==> src/core/gpeh_defines.svh <==
// Register indices, field widths and reset values for the port E to H block.
// ==========================================================================
// Functional notes
// [RL1] Direction one drives pin, zero floats it.
// [RL2] Reset clears all direction bits to input.
// [RL3] Port E read gives latch when output.
// [RL4] Input-configured bits read the sampled pin level.
// [RL5] Data writes always update the latch.
// [RL6] Input pin readback unaffected by latch writes.
// [RL7] Port F read gives latch when output.
// [RL8] Port G read gives latch when output.
// [RL9] Port H read gives latch when output.
// [RL10] Reset leaves port F latches unchanged.
// [RL11] Reset leaves port G latches unchanged.
// [RL12] Reset leaves port H latches unchanged.
// [RL13] Port F bits serve as timer channels; only bits 5:0 can be timer-owned here, bit 6 never is.
// [RL14] Timer-owned F pins ignore direction for drive.
// [RL15] Port G keyboard enable forces input.
// [RL16] Port H keyboard enables 4,3 force input.
// [RL17] Software loads latch before enabling output.
// [RL18] Serial-owned E pins ignore direction for drive.
// [RL19] Owning peripheral supplies enable and value.
`ifndef GPEH_DEFINES_SVH
`define GPEH_DEFINES_SVH

// ==========================================================================
// Register indices; byte address is four times the index.
`define GPEH_IDX_E_DATA   4'h8
`define GPEH_IDX_F_DATA   4'h9
`define GPEH_IDX_G_DATA   4'ha
`define GPEH_IDX_H_DATA   4'hb
`define GPEH_IDX_E_DIR    4'hc
`define GPEH_IDX_F_DIR    4'hd
`define GPEH_IDX_G_DIR    4'he
`define GPEH_IDX_H_DIR    4'hf

// ==========================================================================
// Port widths.
`define GPEH_E_W          8
`define GPEH_F_W          7
`define GPEH_G_W          3
`define GPEH_H_W          2

// ==========================================================================
// Reset values of the direction registers.
`define GPEH_E_DIR_RST    8'h00
`define GPEH_F_DIR_RST    7'h00
`define GPEH_G_DIR_RST    3'h0
`define GPEH_H_DIR_RST    2'h0

`endif

==> src/core/gpeh_pkg.sv <==
// Types shared by the port E to H block.
`include "gpeh_defines.svh"

package gpeh_pkg;

  // ========================================================================
  // Register selected by a bus address.
  typedef enum logic [3:0] {
    GPEH_SEL_NONE,
    GPEH_SEL_E_DATA,
    GPEH_SEL_F_DATA,
    GPEH_SEL_G_DATA,
    GPEH_SEL_H_DATA,
    GPEH_SEL_E_DIR,
    GPEH_SEL_F_DIR,
    GPEH_SEL_G_DIR,
    GPEH_SEL_H_DIR
  } gpeh_sel_t;

  typedef logic [31:0] gpeh_word_t;

endpackage

==> src/core/gpeh_top.sv <==
// APB register slave and pin logic for general-purpose ports E, F, G and H.
`include "gpeh_defines.svh"

module gpeh_top #(
  parameter int ADDR_W = 12
) (
  input  wire logic                     pclk,          // Bus clock.
  input  wire logic                     presetn,       // Asynchronous reset, low.
  input  wire logic                     clk_en,        // Freezes all state while low.
  input  wire logic                     psel,          // APB select.
  input  wire logic                     penable,       // APB access phase.
  input  wire logic                     pwrite,        // APB direction.
  input  wire logic [ADDR_W-1:0]        paddr,         // APB byte address.
  input  wire gpeh_pkg::gpeh_word_t     pwdata,        // APB write data.
  input  wire logic [3:0]               pstrb,         // APB byte strobes.
  output gpeh_pkg::gpeh_word_t          prdata,        // APB read data.
  output logic                          pready,        // APB ready.
  output logic                          pslverr,       // APB error, unmapped.
  input  wire logic [`GPEH_E_W-1:0]     pin_e_in,      // Port E pin levels.
  output logic      [`GPEH_E_W-1:0]     pin_e_out,     // Port E drive values.
  output logic      [`GPEH_E_W-1:0]     pin_e_oe,      // Port E drive enables.
  input  wire logic [`GPEH_F_W-1:0]     pin_f_in,      // Port F pin levels.
  output logic      [`GPEH_F_W-1:0]     pin_f_out,     // Port F drive values.
  output logic      [`GPEH_F_W-1:0]     pin_f_oe,      // Port F drive enables.
  input  wire logic [`GPEH_G_W-1:0]     pin_g_in,      // Port G pin levels.
  output logic      [`GPEH_G_W-1:0]     pin_g_out,     // Port G drive values.
  output logic      [`GPEH_G_W-1:0]     pin_g_oe,      // Port G drive enables.
  input  wire logic [`GPEH_H_W-1:0]     pin_h_in,      // Port H pin levels.
  output logic      [`GPEH_H_W-1:0]     pin_h_out,     // Port H drive values.
  output logic      [`GPEH_H_W-1:0]     pin_h_oe,      // Port H drive enables.
  input  wire logic [`GPEH_E_W-1:0]     serial_e_own,  // Serial units own E pins.
  input  wire logic [`GPEH_E_W-1:0]     serial_e_oe,   // Serial drive enables.
  input  wire logic [`GPEH_E_W-1:0]     serial_e_out,  // Serial drive values.
  input  wire logic [`GPEH_F_W-1:0]     timer_f_own,   // Timer channels own F pins.
  input  wire logic [`GPEH_F_W-1:0]     timer_f_oe,    // Timer drive enables.
  input  wire logic [`GPEH_F_W-1:0]     timer_f_out,   // Timer drive values.
  input  wire logic [4:0]               keyboard_irq_enable // Keyboard input enables.
);
  import gpeh_pkg::*;

  // ========================================================================
  // Parameter check.
  // The index decode needs address bits 5:2 at least.
  if (ADDR_W < 6) begin : g_bad_addr
    $error("gpeh_top needs ADDR_W of at least 6");
  end

  // ========================================================================
  // Decode helpers.

  // Maps a byte address to a register; anything off-word or out of map is none.
  function automatic gpeh_sel_t decode(input logic [ADDR_W-1:0] addr);
    logic [ADDR_W-1:0] idx;
    gpeh_sel_t         sel;
    idx = addr >> 2;
    sel = GPEH_SEL_NONE;
    if (addr[1:0] == 2'h0) begin
      if (idx == ADDR_W'(`GPEH_IDX_E_DATA)) sel = GPEH_SEL_E_DATA;
      if (idx == ADDR_W'(`GPEH_IDX_F_DATA)) sel = GPEH_SEL_F_DATA;
      if (idx == ADDR_W'(`GPEH_IDX_G_DATA)) sel = GPEH_SEL_G_DATA;
      if (idx == ADDR_W'(`GPEH_IDX_H_DATA)) sel = GPEH_SEL_H_DATA;
      if (idx == ADDR_W'(`GPEH_IDX_E_DIR))  sel = GPEH_SEL_E_DIR;
      if (idx == ADDR_W'(`GPEH_IDX_F_DIR))  sel = GPEH_SEL_F_DIR;
      if (idx == ADDR_W'(`GPEH_IDX_G_DIR))  sel = GPEH_SEL_G_DIR;
      if (idx == ADDR_W'(`GPEH_IDX_H_DIR))  sel = GPEH_SEL_H_DIR;
    end
    return sel;
  endfunction

  // Per-bit read mux: latch where the direction bit is one, pin otherwise.
  function automatic logic [7:0] port_read(input logic [7:0] dir,
                                           input logic [7:0] latch,
                                           input logic [7:0] pin);
    return (dir & latch) | (~dir & pin);
  endfunction

  // ========================================================================
  // Storage.
  logic [`GPEH_E_W-1:0] port_e_data_latch;
  logic [`GPEH_F_W-1:0] port_f_data_latch;
  logic [`GPEH_G_W-1:0] port_g_data_latch;
  logic [`GPEH_H_W-1:0] port_h_data_latch;
  logic [`GPEH_E_W-1:0] port_e_direction;
  logic [`GPEH_F_W-1:0] port_f_direction;
  logic [`GPEH_G_W-1:0] port_g_direction;
  logic [`GPEH_H_W-1:0] port_h_direction;

  // ========================================================================
  // Bus handshake.
  gpeh_sel_t  bus_sel;
  logic       rd_valid;
  logic       xfer_done;
  logic       wr_go;
  gpeh_word_t next_prdata;

  assign bus_sel = decode(paddr);

  // The answer waits until read data was captured at an enabled edge, so a
  // frozen clock enable during setup only stretches the transfer.
  assign pready    = psel & penable & rd_valid & clk_en;
  assign xfer_done = pready;
  assign pslverr   = pready & (bus_sel == GPEH_SEL_NONE);
  assign wr_go     = xfer_done & pwrite & pstrb[0];

  // Marks that prdata holds a capture for the current request.
  always_ff @(posedge pclk or negedge presetn) begin
    if (!presetn) begin
      rd_valid <= 1'b0;
    end else if (clk_en) begin
      if (xfer_done) begin
        rd_valid <= 1'b0;
      end else if (psel) begin
        rd_valid <= 1'b1;
      end
    end
  end

  // ========================================================================
  // Read data selection.
  always_comb begin
    next_prdata = '0;
    unique case (bus_sel)
      GPEH_SEL_E_DATA: next_prdata[7:0] = port_read(port_e_direction,   // see [RL3]
                                                    port_e_data_latch,  // see [RL4]
                                                    pin_e_in);          // see [RL18]
      GPEH_SEL_F_DATA: next_prdata[7:0] = port_read({1'b0, port_f_direction},     // see [RL7]
                                                    {1'b0, port_f_data_latch},    // see [RL14]
                                                    {1'b0, pin_f_in});            // see [RL4]
      GPEH_SEL_G_DATA: next_prdata[7:0] = port_read({5'h00, port_g_direction},    // see [RL8]
                                                    {5'h00, port_g_data_latch},
                                                    {5'h00, pin_g_in});           // see [RL6]
      GPEH_SEL_H_DATA: next_prdata[7:0] = port_read({6'h00, port_h_direction},    // see [RL9]
                                                    {6'h00, port_h_data_latch},
                                                    {6'h00, pin_h_in});
      GPEH_SEL_E_DIR:  next_prdata[7:0] = port_e_direction;
      GPEH_SEL_F_DIR:  next_prdata[7:0] = {1'b0, port_f_direction};
      GPEH_SEL_G_DIR:  next_prdata[7:0] = {5'h00, port_g_direction};
      GPEH_SEL_H_DIR:  next_prdata[7:0] = {6'h00, port_h_direction};
      GPEH_SEL_NONE:   next_prdata      = '0;
    endcase
  end

  // Read data is registered; pins are sampled at the capture edge.
  always_ff @(posedge pclk or negedge presetn) begin
    if (!presetn) begin
      prdata <= '0;
    end else if (clk_en && psel && !pwrite && !xfer_done) begin
      prdata <= next_prdata;
    end
  end

  // ========================================================================
  // Data latches.
  // No reset here: the latches keep their contents across reset, and
  // software is expected to load them before turning pins to outputs.
  always_ff @(posedge pclk) begin
    if (clk_en && wr_go) begin
      if (bus_sel == GPEH_SEL_E_DATA) begin
        port_e_data_latch <= pwdata[`GPEH_E_W-1:0];  // see [RL5]
      end
      if (bus_sel == GPEH_SEL_F_DATA) begin
        port_f_data_latch <= pwdata[`GPEH_F_W-1:0];  // see [RL10]
      end
      if (bus_sel == GPEH_SEL_G_DATA) begin
        port_g_data_latch <= pwdata[`GPEH_G_W-1:0];  // see [RL11]
      end
      if (bus_sel == GPEH_SEL_H_DATA) begin
        port_h_data_latch <= pwdata[`GPEH_H_W-1:0];  // see [RL12]
      end
    end
  end

  // ========================================================================
  // Direction registers.
  always_ff @(posedge pclk or negedge presetn) begin
    if (!presetn) begin
      port_e_direction <= `GPEH_E_DIR_RST;  // see [RL2]
      port_f_direction <= `GPEH_F_DIR_RST;
      port_g_direction <= `GPEH_G_DIR_RST;
      port_h_direction <= `GPEH_H_DIR_RST;
    end else if (clk_en && wr_go) begin
      if (bus_sel == GPEH_SEL_E_DIR) begin
        port_e_direction <= pwdata[`GPEH_E_W-1:0];
      end
      if (bus_sel == GPEH_SEL_F_DIR) begin
        port_f_direction <= pwdata[`GPEH_F_W-1:0];
      end
      if (bus_sel == GPEH_SEL_G_DIR) begin
        port_g_direction <= pwdata[`GPEH_G_W-1:0];
      end
      if (bus_sel == GPEH_SEL_H_DIR) begin
        port_h_direction <= pwdata[`GPEH_H_W-1:0];
      end
    end
  end

  // ========================================================================
  // Pin drive.
  // Drive is combinational from the registers so that a pin follows its
  // owner without a cycle of lag; the data itself comes from flip-flops.

  // Port E: serial units take over drive of the pins they own.
  for (genvar i = 0; i < `GPEH_E_W; i++) begin : g_pin_e
    assign pin_e_oe[i]  = serial_e_own[i] ? serial_e_oe[i]  : port_e_direction[i];  // see [RL1]
    assign pin_e_out[i] = serial_e_own[i] ? serial_e_out[i] : port_e_data_latch[i]; // see [RL19]
  end

  // Port F: bits 3:0 are first-timer channels 5:2, bits 5:4 second-timer
  // channels 1:0; bit 6 is never owned.
  for (genvar i = 0; i < `GPEH_F_W; i++) begin : g_pin_f
    logic owned;
    assign owned        = (i < 6) ? timer_f_own[i] : 1'b0;                  // see [RL13]
    assign pin_f_oe[i]  = owned ? timer_f_oe[i]  : port_f_direction[i];     // see [RL14]
    assign pin_f_out[i] = owned ? timer_f_out[i] : port_f_data_latch[i];    // see [RL19]
  end

  // Ports G and H: an enabled keyboard input forces the pin to input.
  assign pin_g_oe  = port_g_direction & ~keyboard_irq_enable[2:0];  // see [RL15]
  assign pin_g_out = port_g_data_latch;
  assign pin_h_oe  = port_h_direction & ~keyboard_irq_enable[4:3];  // see [RL16]
  assign pin_h_out = port_h_data_latch;

endmodule
==> config.mk <==
export PLATFORM = sky130hd
export DESIGN_NAME = gpeh_top
export DESIGN_NICKNAME = d
export VERILOG_FILES = /design/src/core/gpeh_pkg.sv /design/src/core/gpeh_top.sv
export VERILOG_INCLUDE_DIRS = /design/src /design/src/core
export SDC_FILE = /design/constraint.sdc
export NUM_CORES = 1
export LEC_CHECK = 0
export BUFFER_PORTS_ARGS = -buffer_cell sky130_fd_sc_hd__buf_2
export CAP_MARGIN = 10
export CORE_ASPECT_RATIO = 0.5
export CORE_MARGIN = 4
export CORE_UTILIZATION = 42
export DETAILED_ROUTE_END_ITERATION = 10
export GPL_ROUTABILITY_DRIVEN = 1
export PLACE_DENSITY = 0.77
export SLEW_MARGIN = 20
export SYNTH_ARGS = -nofsm -noshare
export SYNTH_HDL_FRONTEND = slang
export SYNTH_SLANG_ARGS = --single-unit
==> constraint.sdc <==
create_clock -name pclk -period 2.35 [get_ports pclk]
set_input_delay 0.47 -clock pclk [delete_from_list [all_inputs] [get_ports pclk]]
set_output_delay 0.47 -clock pclk [all_outputs]
set_load 0.02 [all_outputs]
==> flow_summary.json <==
{
  "status": "finished, final reports clean",
  "yosysTopAreaCell": "dfrtp_1",
  "mostFrequentLayoutCells": "buf_2, mux2_2, o21ai_0, dfrtp_1, conb_1",
  "period_minus_slack_ns": 2.10,
  "grt_pass1_wl_um": 12600,
  "nets": 537,
  "min_path_type": "input port to asynchronous set/reset pin",
  "yosysSeqAreaShare_pct": 45.3,
  "place_congestion": 0.810,
  "clkLatencyLatePin_ns": 0.29,
  "rows": 21,
  "start_kind": "input port",
  "max-cap-violations": 0,
  "synth.avg_cell_area_sq_um": 11.2,
  "htreeDepth": 2,
  "tritoncts": "done",
  "ir_drop_mv": 0.272,
  "critPathKind": "input port to register",
  "ys_warn_count": 0,
  "relSlewSlack_pct": 53.0,
  "finalCritPeriodShare_pct": 89.3,
  "synth.distinct_cells": 38,
  "finish.utilization_pct": 58.1,
  "cts.path.max_buffers": 2,
  "seq_power_share_pct": 42.1,
  "postRouteAntennaNets": 0,
  "end_kind": "register",
  "ys_ff_latch": 49,
  "antennaDiodeCount": 0,
  "drive_above_1_share_pct": 54.1,
  "gr-total-overflow": 0,
  "grt_max_degree": 30,
  "finClkSkew_ns": 0.00759,
  "grtUsageTotal_pct": 18.8,
  "p_sw_share_pct": 23.4,
  "postCtsSetupRepairBufs": 0,
  "syn_inst": 261,
  "drtPass1Iterations": 4,
  "maxSlewViolCount": 0,
  "drc": 0,
  "vias_per_cell": 5.15,
  "first_global_vias": 2615,
  "leakagePower_nw": 1.91,
  "postSynth.asyncResetShare_pct": 59.2,
  "regArea_sq_um": 1330,
  "dp_hpwl_um": 6450,
  "hold_viol": 0,
  "rsz0062_at_grt": "false",
  "multi_input_area_sq_um": 1450,
  "pwr_density_cell_nw_per_um2": 545,
  "wl_um": 8160,
  "synth.cell_area_sq_um": 2930,
  "cts.sink_count": 49,
  "final_common_cell": "buf_2",
  "core_area_sq_um": 6730,
  "ctsResizeCount": 0,
  "start_util_pct": 43.5,
  "synth_edf_count": 20,
  "finalSetupViolCount": 0,
  "intPower_mw": 1.63,
  "stdcell_area_sq_um": 3910,
  "synth_flop_cell": "dfrtp_1",
  "cts_buffers": 5,
  "worstPathMaxFanout": 5,
  "cts.clk_slew.worst_paths_ns": 0.07,
  "area_delta_synth_final_pct": 33.6,
  "postCtsHoldBufs": 0,
  "dpl_cell_area_sq_um": 3720,
  "p_clk_share_pct": 43.3,
  "wl_per_cell_um": 16.1,
  "synthDominantCellAreaShare_pct": 24.8,
  "vias": 2607,
  "synthTopCellsByArea": "dfrtp_1, edfxtp_1, mux2_2",
  "switching_power_mw": 0.500,
  "die_w_um": 126,
  "fin_cells": 506,
  "num_io_pins": 198,
  "dieArea_sq_um": 8450,
  "max_freq_mhz": 476,
  "antenna_found_initial": 1,
  "combPwrFrac_pct": 14.7,
  "tightest_slew_ns": 0.705,
  "fillers": 580,
  "portBuffers": 143,
  "worst_ep_arrival_time_ns": 2.10,
  "drtIter0Drc": 101,
  "fin_tns_setup_ns": 0,
  "placedCellCount": 498,
  "whs_ns": 0.216,
  "die_y_um": 67.0,
  "root_buffer": "clkbuf_16",
  "required_ns": 2.35
}
-- sequential cells by signal (all words and copies together) (netlist names) --
signal / flops
port_e_data_latch: 8
port_f_direction: 7
port_g_direction: 3
pin_g_out: 3
rd_valid: 1
prdata: 8
port_f_data_latch: 7
port_h_direction: 2
port_e_direction: 8
pin_h_out: 2
-- worst paths after layout --
kind | startpoint | to | slack (ns) | depth (start not counted)
setup / recovery | paddr[10] | port_f_data_latch[6]$_DFFE_PP_ | 0.25 | 6
hold / removal | presetn | port_h_direction[1]$_DFFE_PN0P_ | 0.22 | 1
setup reg to reg | rd_valid$_DFFE_PN0P_ | port_f_direction[5]$_DFFE_PN0P_ | 0.44 | 5
hold reg to reg | prdata[7]$_DFFE_PN0P_ | prdata[7]$_DFFE_PN0P_ | 0.47 | 2
max in group asynchronous | presetn | port_e_direction[7]$_DFFE_PN0P_ | 1.66 | 1
min in group pclk | pwdata[7] | port_e_data_latch[7]$_DFFE_PP_ | 0.37 | 1
-- area by class of cell --
cell class | count | share of cell area (%)
Inverter | 4 | 0.384
Timing Repair Buffer | 156 | 20.8
Tap cell | 92 | 2.94
Clock buffer | 5 | 3.20
Clock inverter | 3 | 1.66
Sequential cell | 49 | 33.9
Multi-Input combinational cell | 197 | 37.1
-- per-layer routing --
layer | part of all wire (%) | vias up | track usage [%]
met5 | 0.16 | - | 0
met4 | 1.2 | 2 | 4.95
met3 | 6.8 | 13 | 4.00
met2 | 52 | 101 | 35.5
met1 | 40 | 1272 | 21.8
li1 | - | 1219 | -
-- power groups by stage --
stage / Sequential [mW] / Combinational [mW] / Clock, mW
5_1_grt: 0.896 / 0.341 / 0.961
4_1_cts: 0.897 / 0.313 / 0.925
2_1_floorplan: 0.914 / 0.190 / 0
3_5_place_dp: 0.914 / 0.312 / 0
3_3_place_gp: 0.914 / 0.306 / 0
6_report: 0.897 / 0.313 / 0.922
-- Yosys cell counts, types with 3 or more instances --
cell type	number
a211o_1	3
a211oi_1	3
a21oi_1	8
buf_4	26
clkbuf_1	7
dfrtp_1	29
edfxtp_1	20
inv_1	4
mux2_2	48
mux2i_1	6
nand2_1	15
nand2b_1	7
nor2_1	6
nor2b_1	5
nor3_1	3
nor3b_1	6
nor4_1	4
o21ai_0	29
o31a_1	4
or3b_2	6
-- cell families after synthesis --
| logic type | after synthesis | share of synthesized area, % |
|---|---|---|
| and+or+nand+nor | 66 | 14.9 |
| DFF | 49 | 45.3 |
| muxes | 54 | 20.5 |
| buffers and inverters | 38 | 8.25 |
| other | 1 | 0.128 |
| AOI/OAI and AO/OA | 53 | 10.9 |
-- worst max-delay path, cell delays in order --
cell	delay, ns
buf_2	0.12
nor4_4	0.35
nand4b_4	0.13
or4_1	0.61
nor3b_2	0.23
buf_4	0.19
-- through the flow --
stage               worst slack (ns)  total power, mW
finish                         0.251             2.13
global route                   0.165             2.20
CTS                            0.263             2.14
detailed placement           -0.0310             1.23
global placement             -0.0158             1.22
floorplan                   0.000381             1.10
Power figures use the tool's default switching activity.
